[config.mk]
export PLATFORM = sky130hd
export DESIGN_NAME = timer_pair
export DESIGN_NICKNAME = d
export VERILOG_FILES = /design/src/rtl/timer_pair_pkg.sv /design/src/rtl/pin_edge_sampler.sv /design/src/rtl/timer_pair.sv
export SDC_FILE = /design/constraint.sdc
export NUM_CORES = 1
export LEC_CHECK = 0
export BUFFER_PORTS_ARGS = -buffer_cell sky130_fd_sc_hd__buf_4
export CORE_ASPECT_RATIO = 1.25
export CORE_MARGIN = 1
export CORE_UTILIZATION = 30
export DETAILED_ROUTE_END_ITERATION = 10
export GPL_TIMING_DRIVEN = 0
export SYNTH_ARGS = -nofsm -noshare
export SYNTH_HDL_FRONTEND = slang
export SYNTH_HIERARCHICAL = 1
export SYNTH_SLANG_ARGS = --single-unit
[constraint.sdc]
create_clock -name clk -period 5.9 [get_ports clk]
set_clock_uncertainty 0.2 [all_clocks]
set_input_delay 0.59 -clock clk [delete_from_list [all_inputs] [get_ports clk]]
set_output_delay 0.59 -clock clk [all_outputs]
set_load 0.02 [all_outputs]
[src/rtl/timer_pair_pkg.sv]
// Constants shared by the dual timer/counter unit
package timer_pair_pkg;

  // ==========================================================
  // Special-function addresses
  localparam logic [7:0] ADDR_RUN_OVF_CTRL = 8'h88;  // Run bits and overflow flags
  localparam logic [7:0] ADDR_MODE_CFG     = 8'h89;  // Mode nibbles for both timers
  localparam logic [7:0] ADDR_LOW_ZERO     = 8'h8a;  // Timer 0 low count byte
  localparam logic [7:0] ADDR_LOW_ONE      = 8'h8b;  // Timer 1 low count byte
  localparam logic [7:0] ADDR_HIGH_ZERO    = 8'h8c;  // Timer 0 high count byte
  localparam logic [7:0] ADDR_HIGH_ONE     = 8'h8d;  // Timer 1 high count byte

  // ==========================================================
  // Field positions in the control register
  localparam int unsigned BIT_OVF_ONE  = 7;  // Timer 1 overflow flag
  localparam int unsigned BIT_RUN_ONE  = 6;  // Timer 1 run bit
  localparam int unsigned BIT_OVF_ZERO = 5;  // Timer 0 overflow flag
  localparam int unsigned BIT_RUN_ZERO = 4;  // Timer 0 run bit

  // ==========================================================
  // Field positions in the mode register
  localparam int unsigned BIT_GATE_ONE  = 7;  // Timer 1 gating enable
  localparam int unsigned BIT_CT_ONE    = 6;  // Timer 1 counter select
  localparam int unsigned POS_MODE_ONE  = 4;  // Timer 1 mode field, two bits
  localparam int unsigned BIT_GATE_ZERO = 3;  // Timer 0 gating enable
  localparam int unsigned BIT_CT_ZERO   = 2;  // Timer 0 counter select
  localparam int unsigned POS_MODE_ZERO = 0;  // Timer 0 mode field, two bits

  // ==========================================================
  // Values after reset
  localparam logic [7:0] RST_RUN_OVF_CTRL = 8'h00;  // Control register
  localparam logic [7:0] RST_MODE_CFG     = 8'h00;  // Mode register
  localparam logic [7:0] RST_COUNT        = 8'h00;  // Count bytes

  // ==========================================================
  // Machine cycle timing, counted in core clocks
  localparam logic [3:0] PHASES_PER_CYCLE = 4'hc;  // Twelve core clocks per cycle
  localparam logic [3:0] SAMPLE_PHASE     = 4'h9;  // State five, phase two
  localparam logic [3:0] UPDATE_PHASE     = 4'h4;  // State three, phase one
  localparam logic [4:0] PRESCALE_FULL    = 5'h1f; // Last prescaler count

  // ==========================================================
  // Timer modes, in the order of the two-bit field
  typedef enum logic [1:0] {
    MODE_13BIT,   // 8-bit count behind a 5-bit prescaler
    MODE_16BIT,   // Cascaded 16-bit count
    MODE_RELOAD,  // 8-bit count reloaded from the high byte
    MODE_SPLIT    // Stopped (timer 1) or split in two (timer 0)
  } mode_t;

endpackage

[src/rtl/pin_edge_sampler.sv]
// Pin synchroniser with machine-cycle sampling and falling edge detection
`timescale 1ns/100ps

module pin_edge_sampler (
  input  wire logic clk,        // Core clock
  input  wire logic rst,        // Asynchronous reset, active high
  input  wire logic pin,        // Raw pin, asynchronous to clk
  input  wire logic sample_en,  // High for the sample phase of each cycle
  output logic      level,      // Filtered pin level
  output logic      edge_seen   // Fall seen between the last two samples
);

  // ==========================================================
  // Synchroniser
  logic sync1_r;   // First stage, read only by the second stage
  logic sync2_r;   // Second stage
  logic sync3_r;   // Third stage
  logic stable_r;  // Level accepted once stages two and three agree
  logic smp_r;     // Level at the previous sample phase
  logic edge_r;    // Fall found at the latest sample phase

  // Three flops guard against metastability; agreement filters a single glitch
  always_ff @(posedge clk or posedge rst) begin
    if (rst) begin
      sync1_r <= 1'b0;
      sync2_r <= 1'b0;
      sync3_r <= 1'b0;
    end else begin
      sync1_r <= pin;
      sync2_r <= sync1_r;
      sync3_r <= sync2_r;
    end
  end

  // Accept a change only when the two late stages agree
  always_ff @(posedge clk or posedge rst) begin
    if (rst) begin
      stable_r <= 1'b0;
    end else if (sync2_r == sync3_r) begin
      stable_r <= sync3_r;
    end
  end

  // ==========================================================
  // Once-per-cycle sampling
  // Sample starts low so a pin held high at reset gives no false fall
  always_ff @(posedge clk or posedge rst) begin
    if (rst) begin
      smp_r  <= 1'b0;
      edge_r <= 1'b0;
    end else if (sample_en) begin
      smp_r  <= stable_r;
      edge_r <= smp_r & ~stable_r;
    end
  end

  assign level     = stable_r;
  assign edge_seen = edge_r;

endmodule

[src/rtl/timer_pair.sv]
// Dual 16-bit timer/counter unit with mode and control registers
`timescale 1ns/100ps

module timer_pair (
  input  wire logic       clk,                // Core clock, 50 MHz
  input  wire logic       rst,                // Asynchronous reset, active high
  input  wire logic [7:0] sfr_addr,           // Special-function address
  input  wire logic       sfr_wr,             // Byte write strobe
  input  wire logic [7:0] sfr_wdata,          // Byte write data
  input  wire logic       sfr_bit_wr,         // Single-bit write strobe
  input  wire logic [2:0] sfr_bit_idx,        // Bit number for a bit write
  input  wire logic       sfr_bit_val,        // Value for a bit write
  output logic      [7:0] sfr_rdata,          // Read data, one cycle after address
  input  wire logic       count_pin_zero,     // Timer 0 event input
  input  wire logic       count_pin_one,      // Timer 1 event input
  input  wire logic       gate_pin_zero,      // Timer 0 gating input
  input  wire logic       gate_pin_one,       // Timer 1 gating input
  input  wire logic       vector_ack_zero,    // Core vectors to timer 0 handler
  input  wire logic       vector_ack_one,     // Core vectors to timer 1 handler
  output logic            overflow_flag_zero, // Timer 0 overflow request
  output logic            overflow_flag_one   // Timer 1 overflow request
);

  // ==========================================================
  // Registers
  logic [3:0] phase_r;     // Position within the machine cycle
  logic [7:0] mode_cfg_r;  // Mode register
  logic       run_zero_r;  // Timer 0 run bit
  logic       run_one_r;   // Timer 1 run bit
  logic       ovf_zero_r;  // Timer 0 overflow flag
  logic       ovf_one_r;   // Timer 1 overflow flag
  logic [7:0] low0_r;      // Timer 0 low byte
  logic [7:0] high0_r;     // Timer 0 high byte
  logic [7:0] low1_r;      // Timer 1 low byte
  logic [7:0] high1_r;     // Timer 1 high byte
  logic [7:0] rdata_r;     // Registered read data

  // ==========================================================
  // Count step shared by both timers
  // Returns overflow, high byte and low byte after one count
  function automatic logic [16:0] count_step(input logic [1:0] mode,
                                             input logic [7:0] lo,
                                             input logic [7:0] hi);
    logic [16:0] res;
    logic [16:0] wide;
    res  = {1'b0, hi, lo};
    wide = {1'b0, hi, lo} + 17'h00001;
    case (timer_pair_pkg::mode_t'(mode))
      timer_pair_pkg::MODE_13BIT: begin
        // Upper three low bits are left alone; software ignores them
        res[4:0] = lo[4:0] + 5'h01;
        if (lo[4:0] == timer_pair_pkg::PRESCALE_FULL) begin
          res[15:8] = hi + 8'h01;
          res[16]   = (hi == 8'hff);
        end
      end
      timer_pair_pkg::MODE_16BIT: begin
        res = wide;
      end
      timer_pair_pkg::MODE_RELOAD: begin
        if (lo == 8'hff) begin
          res[7:0] = hi;
          res[16]  = 1'b1;
        end else begin
          res[7:0] = lo + 8'h01;
        end
      end
      default: begin
        // Split mode: low byte alone, high byte handled by the caller
        res[7:0] = lo + 8'h01;
        res[16]  = (lo == 8'hff);
      end
    endcase
    return res;
  endfunction

  // ==========================================================
  // Machine cycle sequencer
  logic tick;      // Update phase, once per machine cycle
  logic smp_tick;  // Sample phase, once per machine cycle

  // Twelve core clocks make one machine cycle
  always_ff @(posedge clk or posedge rst) begin
    if (rst) begin
      phase_r <= 4'h0;
    end else if (phase_r == timer_pair_pkg::PHASES_PER_CYCLE - 4'h1) begin
      phase_r <= 4'h0;
    end else begin
      phase_r <= phase_r + 4'h1;
    end
  end

  assign tick     = (phase_r == timer_pair_pkg::UPDATE_PHASE);
  assign smp_tick = (phase_r == timer_pair_pkg::SAMPLE_PHASE);

  // ==========================================================
  // Pin sampling
  // Pins in order: count 0, count 1, gate 0, gate 1
  logic [3:0] pins;       // Raw pins
  logic [3:0] pin_level;  // Filtered levels
  logic [3:0] pin_fall;   // Falls seen in the last sample pair

  assign pins = {gate_pin_one, gate_pin_zero, count_pin_one, count_pin_zero};

  genvar gi;
  generate
    for (gi = 0; gi < 4; gi++) begin : g_pin
      pin_edge_sampler u_smp (
        .clk       (clk),
        .rst       (rst),
        .pin       (pins[gi]),
        .sample_en (smp_tick),
        .level     (pin_level[gi]),
        .edge_seen (pin_fall[gi])
      );
    end
  endgenerate

  // ==========================================================
  // Mode decode
  logic [1:0] mode0;   // Timer 0 mode field
  logic [1:0] mode1;   // Timer 1 mode field
  logic       gate0;   // Timer 0 gating
  logic       gate1;   // Timer 1 gating
  logic       ct0;     // Timer 0 counts pin falls
  logic       ct1;     // Timer 1 counts pin falls
  logic       split0;  // Timer 0 in split mode

  assign mode0  = mode_cfg_r[timer_pair_pkg::POS_MODE_ZERO +: 2];
  assign mode1  = mode_cfg_r[timer_pair_pkg::POS_MODE_ONE +: 2];
  assign gate0  = mode_cfg_r[timer_pair_pkg::BIT_GATE_ZERO];
  assign gate1  = mode_cfg_r[timer_pair_pkg::BIT_GATE_ONE];
  assign ct0    = mode_cfg_r[timer_pair_pkg::BIT_CT_ZERO];
  assign ct1    = mode_cfg_r[timer_pair_pkg::BIT_CT_ONE];
  assign split0 = (mode0 == 2'(timer_pair_pkg::MODE_SPLIT));

  // ==========================================================
  // Count enables
  logic en0;    // Timer 0 low path may count
  logic en1;    // Timer 1 may count
  logic inc0;   // Timer 0 counts this cycle
  logic inc1;   // Timer 1 counts this cycle
  logic inc_h0; // Split high byte of timer 0 counts this cycle

  // Gate pin only matters when gating is on
  assign en0 = run_zero_r & (~gate0 | pin_level[2]);
  // With timer 0 split, its high byte owns the run bit of timer 1
  assign en1 = (split0 ? 1'b1 : run_one_r) & (~gate1 | pin_level[3])
             & (mode1 != 2'(timer_pair_pkg::MODE_SPLIT));
  // Pin falls are consumed at the update phase after detection
  assign inc0 = tick & en0 & (ct0 ? pin_fall[0] : 1'b1);
  assign inc1 = tick & en1 & (ct1 ? pin_fall[1] : 1'b1);
  // Split high byte counts machine cycles only
  assign inc_h0 = tick & split0 & run_one_r;

  // ==========================================================
  // Next count values
  logic [16:0] step0;     // Timer 0 step result
  logic [16:0] step1;     // Timer 1 step result
  logic        ovf0_evt;  // Timer 0 overflow this cycle
  logic        ovf1_evt;  // Timer 1 flag source this cycle
  logic        ovf_h0;    // Split high byte wraps

  assign step0    = count_step(mode0, low0_r, high0_r);
  assign step1    = count_step(mode1, low1_r, high1_r);
  assign ovf_h0   = inc_h0 & (high0_r == 8'hff);
  assign ovf0_evt = inc0 & step0[16];
  // While timer 0 is split, the timer 1 flag comes from its high byte, not from timer 1
  assign ovf1_evt = split0 ? ovf_h0 : (inc1 & step1[16]);

  // ==========================================================
  // Register writes
  logic wr_ctrl;    // Byte write to the control register
  logic bit_ctrl;   // Bit write to the control register
  logic [7:0] ctrl_now;  // Present control register image
  logic [7:0] ctrl_wv;   // Control register after a write

  assign wr_ctrl  = sfr_wr & (sfr_addr == timer_pair_pkg::ADDR_RUN_OVF_CTRL);
  assign bit_ctrl = sfr_bit_wr & (sfr_addr == timer_pair_pkg::ADDR_RUN_OVF_CTRL);

  // External interrupt bits live elsewhere and read back as zero
  always_comb begin
    ctrl_now = 8'h00;
    ctrl_now[timer_pair_pkg::BIT_OVF_ONE]  = ovf_one_r;
    ctrl_now[timer_pair_pkg::BIT_RUN_ONE]  = run_one_r;
    ctrl_now[timer_pair_pkg::BIT_OVF_ZERO] = ovf_zero_r;
    ctrl_now[timer_pair_pkg::BIT_RUN_ZERO] = run_zero_r;
    ctrl_wv = ctrl_now;
    if (wr_ctrl) begin
      ctrl_wv = sfr_wdata;
    end else if (bit_ctrl) begin
      ctrl_wv[sfr_bit_idx] = sfr_bit_val;
    end
  end

  // Mode register, not bit addressable
  always_ff @(posedge clk or posedge rst) begin
    if (rst) begin
      mode_cfg_r <= timer_pair_pkg::RST_MODE_CFG;
    end else if (sfr_wr && sfr_addr == timer_pair_pkg::ADDR_MODE_CFG) begin
      mode_cfg_r <= sfr_wdata;
    end
  end

  // Run bits: only software changes them; counts are never touched here
  always_ff @(posedge clk or posedge rst) begin
    if (rst) begin
      run_zero_r <= 1'b0;
      run_one_r  <= 1'b0;
    end else begin
      run_zero_r <= ctrl_wv[timer_pair_pkg::BIT_RUN_ZERO];
      run_one_r  <= ctrl_wv[timer_pair_pkg::BIT_RUN_ONE];
    end
  end

  // Overflow flags: a hardware set wins over any clear in the same cycle
  always_ff @(posedge clk or posedge rst) begin
    if (rst) begin
      ovf_zero_r <= 1'b0;
      ovf_one_r  <= 1'b0;
    end else begin
      ovf_zero_r <= ovf0_evt | (ctrl_wv[timer_pair_pkg::BIT_OVF_ZERO]
                    & ~(vector_ack_zero & ~(wr_ctrl | bit_ctrl)));
      ovf_one_r  <= ovf1_evt | (ctrl_wv[timer_pair_pkg::BIT_OVF_ONE]
                    & ~(vector_ack_one & ~(wr_ctrl | bit_ctrl)));
    end
  end

  // ==========================================================
  // Count registers
  // A software write to a byte takes priority over the count
  always_ff @(posedge clk or posedge rst) begin
    if (rst) begin
      low0_r  <= timer_pair_pkg::RST_COUNT;
      high0_r <= timer_pair_pkg::RST_COUNT;
    end else begin
      if (sfr_wr && sfr_addr == timer_pair_pkg::ADDR_LOW_ZERO) begin
        low0_r <= sfr_wdata;
      end else if (inc0) begin
        low0_r <= step0[7:0];
      end
      if (sfr_wr && sfr_addr == timer_pair_pkg::ADDR_HIGH_ZERO) begin
        high0_r <= sfr_wdata;
      end else if (split0) begin
        if (inc_h0) begin
          high0_r <= high0_r + 8'h01;
        end
      end else if (inc0) begin
        high0_r <= step0[15:8];
      end
    end
  end

  // Timer 1 bytes; split mode of its own leaves them frozen via en1
  always_ff @(posedge clk or posedge rst) begin
    if (rst) begin
      low1_r  <= timer_pair_pkg::RST_COUNT;
      high1_r <= timer_pair_pkg::RST_COUNT;
    end else begin
      if (sfr_wr && sfr_addr == timer_pair_pkg::ADDR_LOW_ONE) begin
        low1_r <= sfr_wdata;
      end else if (inc1) begin
        low1_r <= step1[7:0];
      end
      if (sfr_wr && sfr_addr == timer_pair_pkg::ADDR_HIGH_ONE) begin
        high1_r <= sfr_wdata;
      end else if (inc1) begin
        high1_r <= step1[15:8];
      end
    end
  end

  // ==========================================================
  // Read path
  // Unmapped addresses read zero so other blocks can share the bus
  always_ff @(posedge clk or posedge rst) begin
    if (rst) begin
      rdata_r <= 8'h00;
    end else begin
      case (sfr_addr)
        timer_pair_pkg::ADDR_RUN_OVF_CTRL: rdata_r <= ctrl_now;
        timer_pair_pkg::ADDR_MODE_CFG:     rdata_r <= mode_cfg_r;
        timer_pair_pkg::ADDR_LOW_ZERO:     rdata_r <= low0_r;
        timer_pair_pkg::ADDR_LOW_ONE:      rdata_r <= low1_r;
        timer_pair_pkg::ADDR_HIGH_ZERO:    rdata_r <= high0_r;
        timer_pair_pkg::ADDR_HIGH_ONE:     rdata_r <= high1_r;
        default:                           rdata_r <= 8'h00;
      endcase
    end
  end

  assign sfr_rdata          = rdata_r;
  assign overflow_flag_zero = ovf_zero_r;
  assign overflow_flag_one  = ovf_one_r;

  // ==========================================================
  // Checks
  logic wr_any;  // Any register write this cycle
  assign wr_any = sfr_wr | sfr_bit_wr;
endmodule

==> results by stage <==
Status:
- The flow ran to the end, and the final reports show no timing, DRC or antenna violations.

Global routing:
- The final global-route overflow total is 0.
- The combined global-route utilization of all metal layers is 18.92%.
- The initial antenna violation count is 0.
- The via count of the first global-routing pass is 4793.
- The first global-routing pass estimated around 26 mm of wire.
- The maximum number of pins on one net before global-route repair is 34.

Routing:
- The mean number of vias per cell is 5.912.
- In this run, the number of DRC markers left after iteration 0 of detailed routing was 583.
- The remaining design rule violation count is 0.
- The detailed-route wire length per cell is approximately 20 microns.
- The residual antenna-violating net count after detailed routing is 0.
- Summed over all layers, the routed wires come to 16.64 mm.
- For this run, the detailed router's first-pass iteration total came to 5.
- The number of vias in the routed layout is between 4000 and 5000.

Layout:
- The register area is 1902 sq um.
- The layout has 1736 filler cells.
- The repair_antennas step left the layout with diodes totalling 0.
- The fraction of final layout cells sized beyond drive strength 1 is 17.12%.
- The area growth from synthesis to layout is 16.76%.
- The final layout contains between 600 and 700 nets.
- Once layout is complete, the utilization of the core stands at between 30% and 40%.
- The area of the multi-input gates is 3012 sq um.

Floorplanning:
- The width of the die is 119.4 microns.
- The floorplan step defined a die boundary enclosing 17760 sq um.
- In this run the count of I/O pins placed on the die edge is 40.
- For this configuration, the core starts out at a cell density of between 30% and 40%.
- The floorplan die height is approximately 150 microns.
- Row generation in the floorplan step produced 53 rows.
- The core region is between 15000 and 20000 sq um.

Power:
- The total leakage power is 0.002508 uW.
- The total power divided by cell area is 223.6 nW/um^2.
- The combinational share of power is 14.7%.
- Of the total power, registers draw 44.3%.
- The share of total power consumed by net switching is a little under a third.
- The cell internal power dissipation is 930.1 uW.
- The share of total power dissipated in the clock network is between 40% and 50%.
- The switching power total is between 400 and 500 uW.
- The largest vdd supply drop is approximately 0.12 mV.

STA:
- Setup violations remaining at the end of the flow were counted as 0.
- After routing, the total negative slack on setup checks comes to 0 ns.
- The hold violation count in the final report was 0.
- The hold slack is 0.1477 ns.
- Static timing analysis puts the maximum clock frequency at 369.9 MHz.
- The count of final max-slew check failures is 0.
- Setup repair after global routing left no endpoint under its margin.
- For the pin with the worst max-slew slack, the measured transition is 0.6869 ns.
- The share of the clock period used by the worst path after layout is 45.82%.
- The minimum clock period is 2.703 ns.
- The headroom to the max-slew limit is 53.79%.

Yosys:
- The number of nets handed over by synthesis was 610.
- The number of warnings printed during yosys synthesis is 6.
- The cell count after synthesis is 565.
- A synthesized cell averages about 9.1 sq um.
- The mapped netlist covers 5167 sq um.

Placed design:
- The wire-length estimate of the detail-placed layout is 12.55 mm.
- The number of buffers added on ports is 36.
- The final weighted congestion in routability-driven placement is 0.9199.

Clocking:
- After clock tree synthesis, the setup repair step added 0 buffers.
- The number of levels in the clock H-tree is 3.
- The clock tree buffer depth is 2.
- The number of buffers added by the clock tree synthesis step is 9.
- Gates resized during post-CTS repair numbered 0.
- The clock root buffer master is clkbuf_16.
- The clock net in this run drives a total of 76 sinks.
- The number of buffers inserted for hold repair after clock tree synthesis is 1.
- The TritonCTS clock tree is yes.
- The clock-pin slew of the registers on the worst-case setup and hold paths is 0.07 ns.
- For the worst-skew pair, the clock arrives at the later sink with an insertion delay of 0.34 ns.

Flow run:
- The max-capacitance violation count is 0.

Setup path:
- The endpoint required time on the critical path is 5.91 ns.
- Data arrives at the worst endpoint at 2.71 ns.
- The largest fanout of any net on the critical path is 7.
- The kind of end point of the critical path is a flop.
- The critical path is of the flop to flop type.
- The critical path startpoint category is a flop.

Hold path:
- In this run the worst hold path is classified as flop to flop.
==> state kept, by name, indices dropped and copies added, names as in the netlist <==
name / count
run_one_r: 1
g_pin.u_smp/edge_seen: 2
high0_r: 8
g_pin.u_smp/level: 4
phase_r: 4
low1_r: 8
g_pin.u_smp/sync1_r: 4
g_pin.u_smp/smp_r: 2
overflow_flag_zero: 1
overflow_flag_one: 1
g_pin.u_smp/sync3_r: 4
low0_r: 8
sfr_rdata: 8
g_pin.u_smp/sync2_r: 4
run_zero_r: 1
mode_cfg_r: 8
high1_r: 8
==> final cells by class <==
class	count	area share, %
Buffer	32	2.406
Sequential cell	76	31.52
Clock inverter	7	1.078
Timing Repair Buffer	38	4.977
Inverter	29	1.804
Multi-Input combinational cell	428	49.92
Tap cell	220	4.562
Clock buffer	9	3.733
==> stage by stage <==
step                      area, sq um  setup slack, ns  power (uW)  cells
after floorplan                  5167            3.555       723.3    565
after global placement           5713            2.880       794.9    821
after detailed placement         5733            3.240       802.5    822
after CTS                        6033            3.264        1354    839
after global routing             6033            2.990        1399    839
final                            6033            3.197        1349    839
==> final timing paths <==
path	slack, ns	to	depth (start not counted)	startpoint
hold reg to reg	0.15	g_pin[1].u_smp/sync2_r	0	g_pin[1].u_smp/sync1_r
min in group asynchronous	0.52	g_pin[3].u_smp/level	3	rst
setup reg to reg	3.20	high0_r[5]	6	low0_r[1]
hold / removal	0.15	g_pin[1].u_smp/sync2_r	0	g_pin[1].u_smp/sync1_r
max in group asynchronous	4.20	high0_r[5]	4	rst
setup / recovery	3.20	high0_r[5]	6	low0_r[1]
==> metal layers <==
layer / GRT usage (%) / part of all wire [%] / wire length, microns / vias up
li1: - / - / - / 2254
met1: 22.73 / 39 / 6477 / 2413
met2: 32.41 / 50 / 8404 / 235
met3: 1.988 / 5.8 / 973 / 58
met4: 11.81 / 4.7 / 786 / 0
met5: 0 / 0 / 0 / -
==> worst max-delay path, stage by stage (launching register included) <==
cell      delay (ns)
dfrtp_1         0.53
ha_1            0.39
nand4_2         0.24
a311oi_2        0.48
nand3_1         0.22
a221oi_1        0.42
nor2_1          0.09
==> power by group through the flow <==
stage	combinational [uW]	clock (uW)	sequential, uW
CTS	197	560	597
finish	199	552	598
global placement	189	0	606
global route	217	580	602
floorplan	134	0	589
detailed placement	196	0	606
==> cell usage in the layout (no fill, tap or decap), types with 5 or more instances in the layout <==
master / instances
mux2_4: 9
xor2_1: 5
buf_2: 14
a31oi_1: 10
ha_1: 15
a221o_1: 5
inv_1: 28
nor2b_1: 8
nand2b_1: 6
nor2_1: 26
nand4_1: 14
nor4_1: 11
a211oi_1: 11
nand3_1: 26
clkbuf_1: 15
mux2i_1: 5
nand2_1: 36
dfrtp_1: 76
and4_1: 9
xnor2_1: 5
a22oi_1: 11
and2_1: 5
o31ai_1: 5
clkbuf_16: 9
and3_1: 21
o22ai_1: 8
a21oi_1: 22
nor3_1: 15
buf_4: 36
o21ai_0: 47
Note: power is estimated with default switching activity, not from simulation.
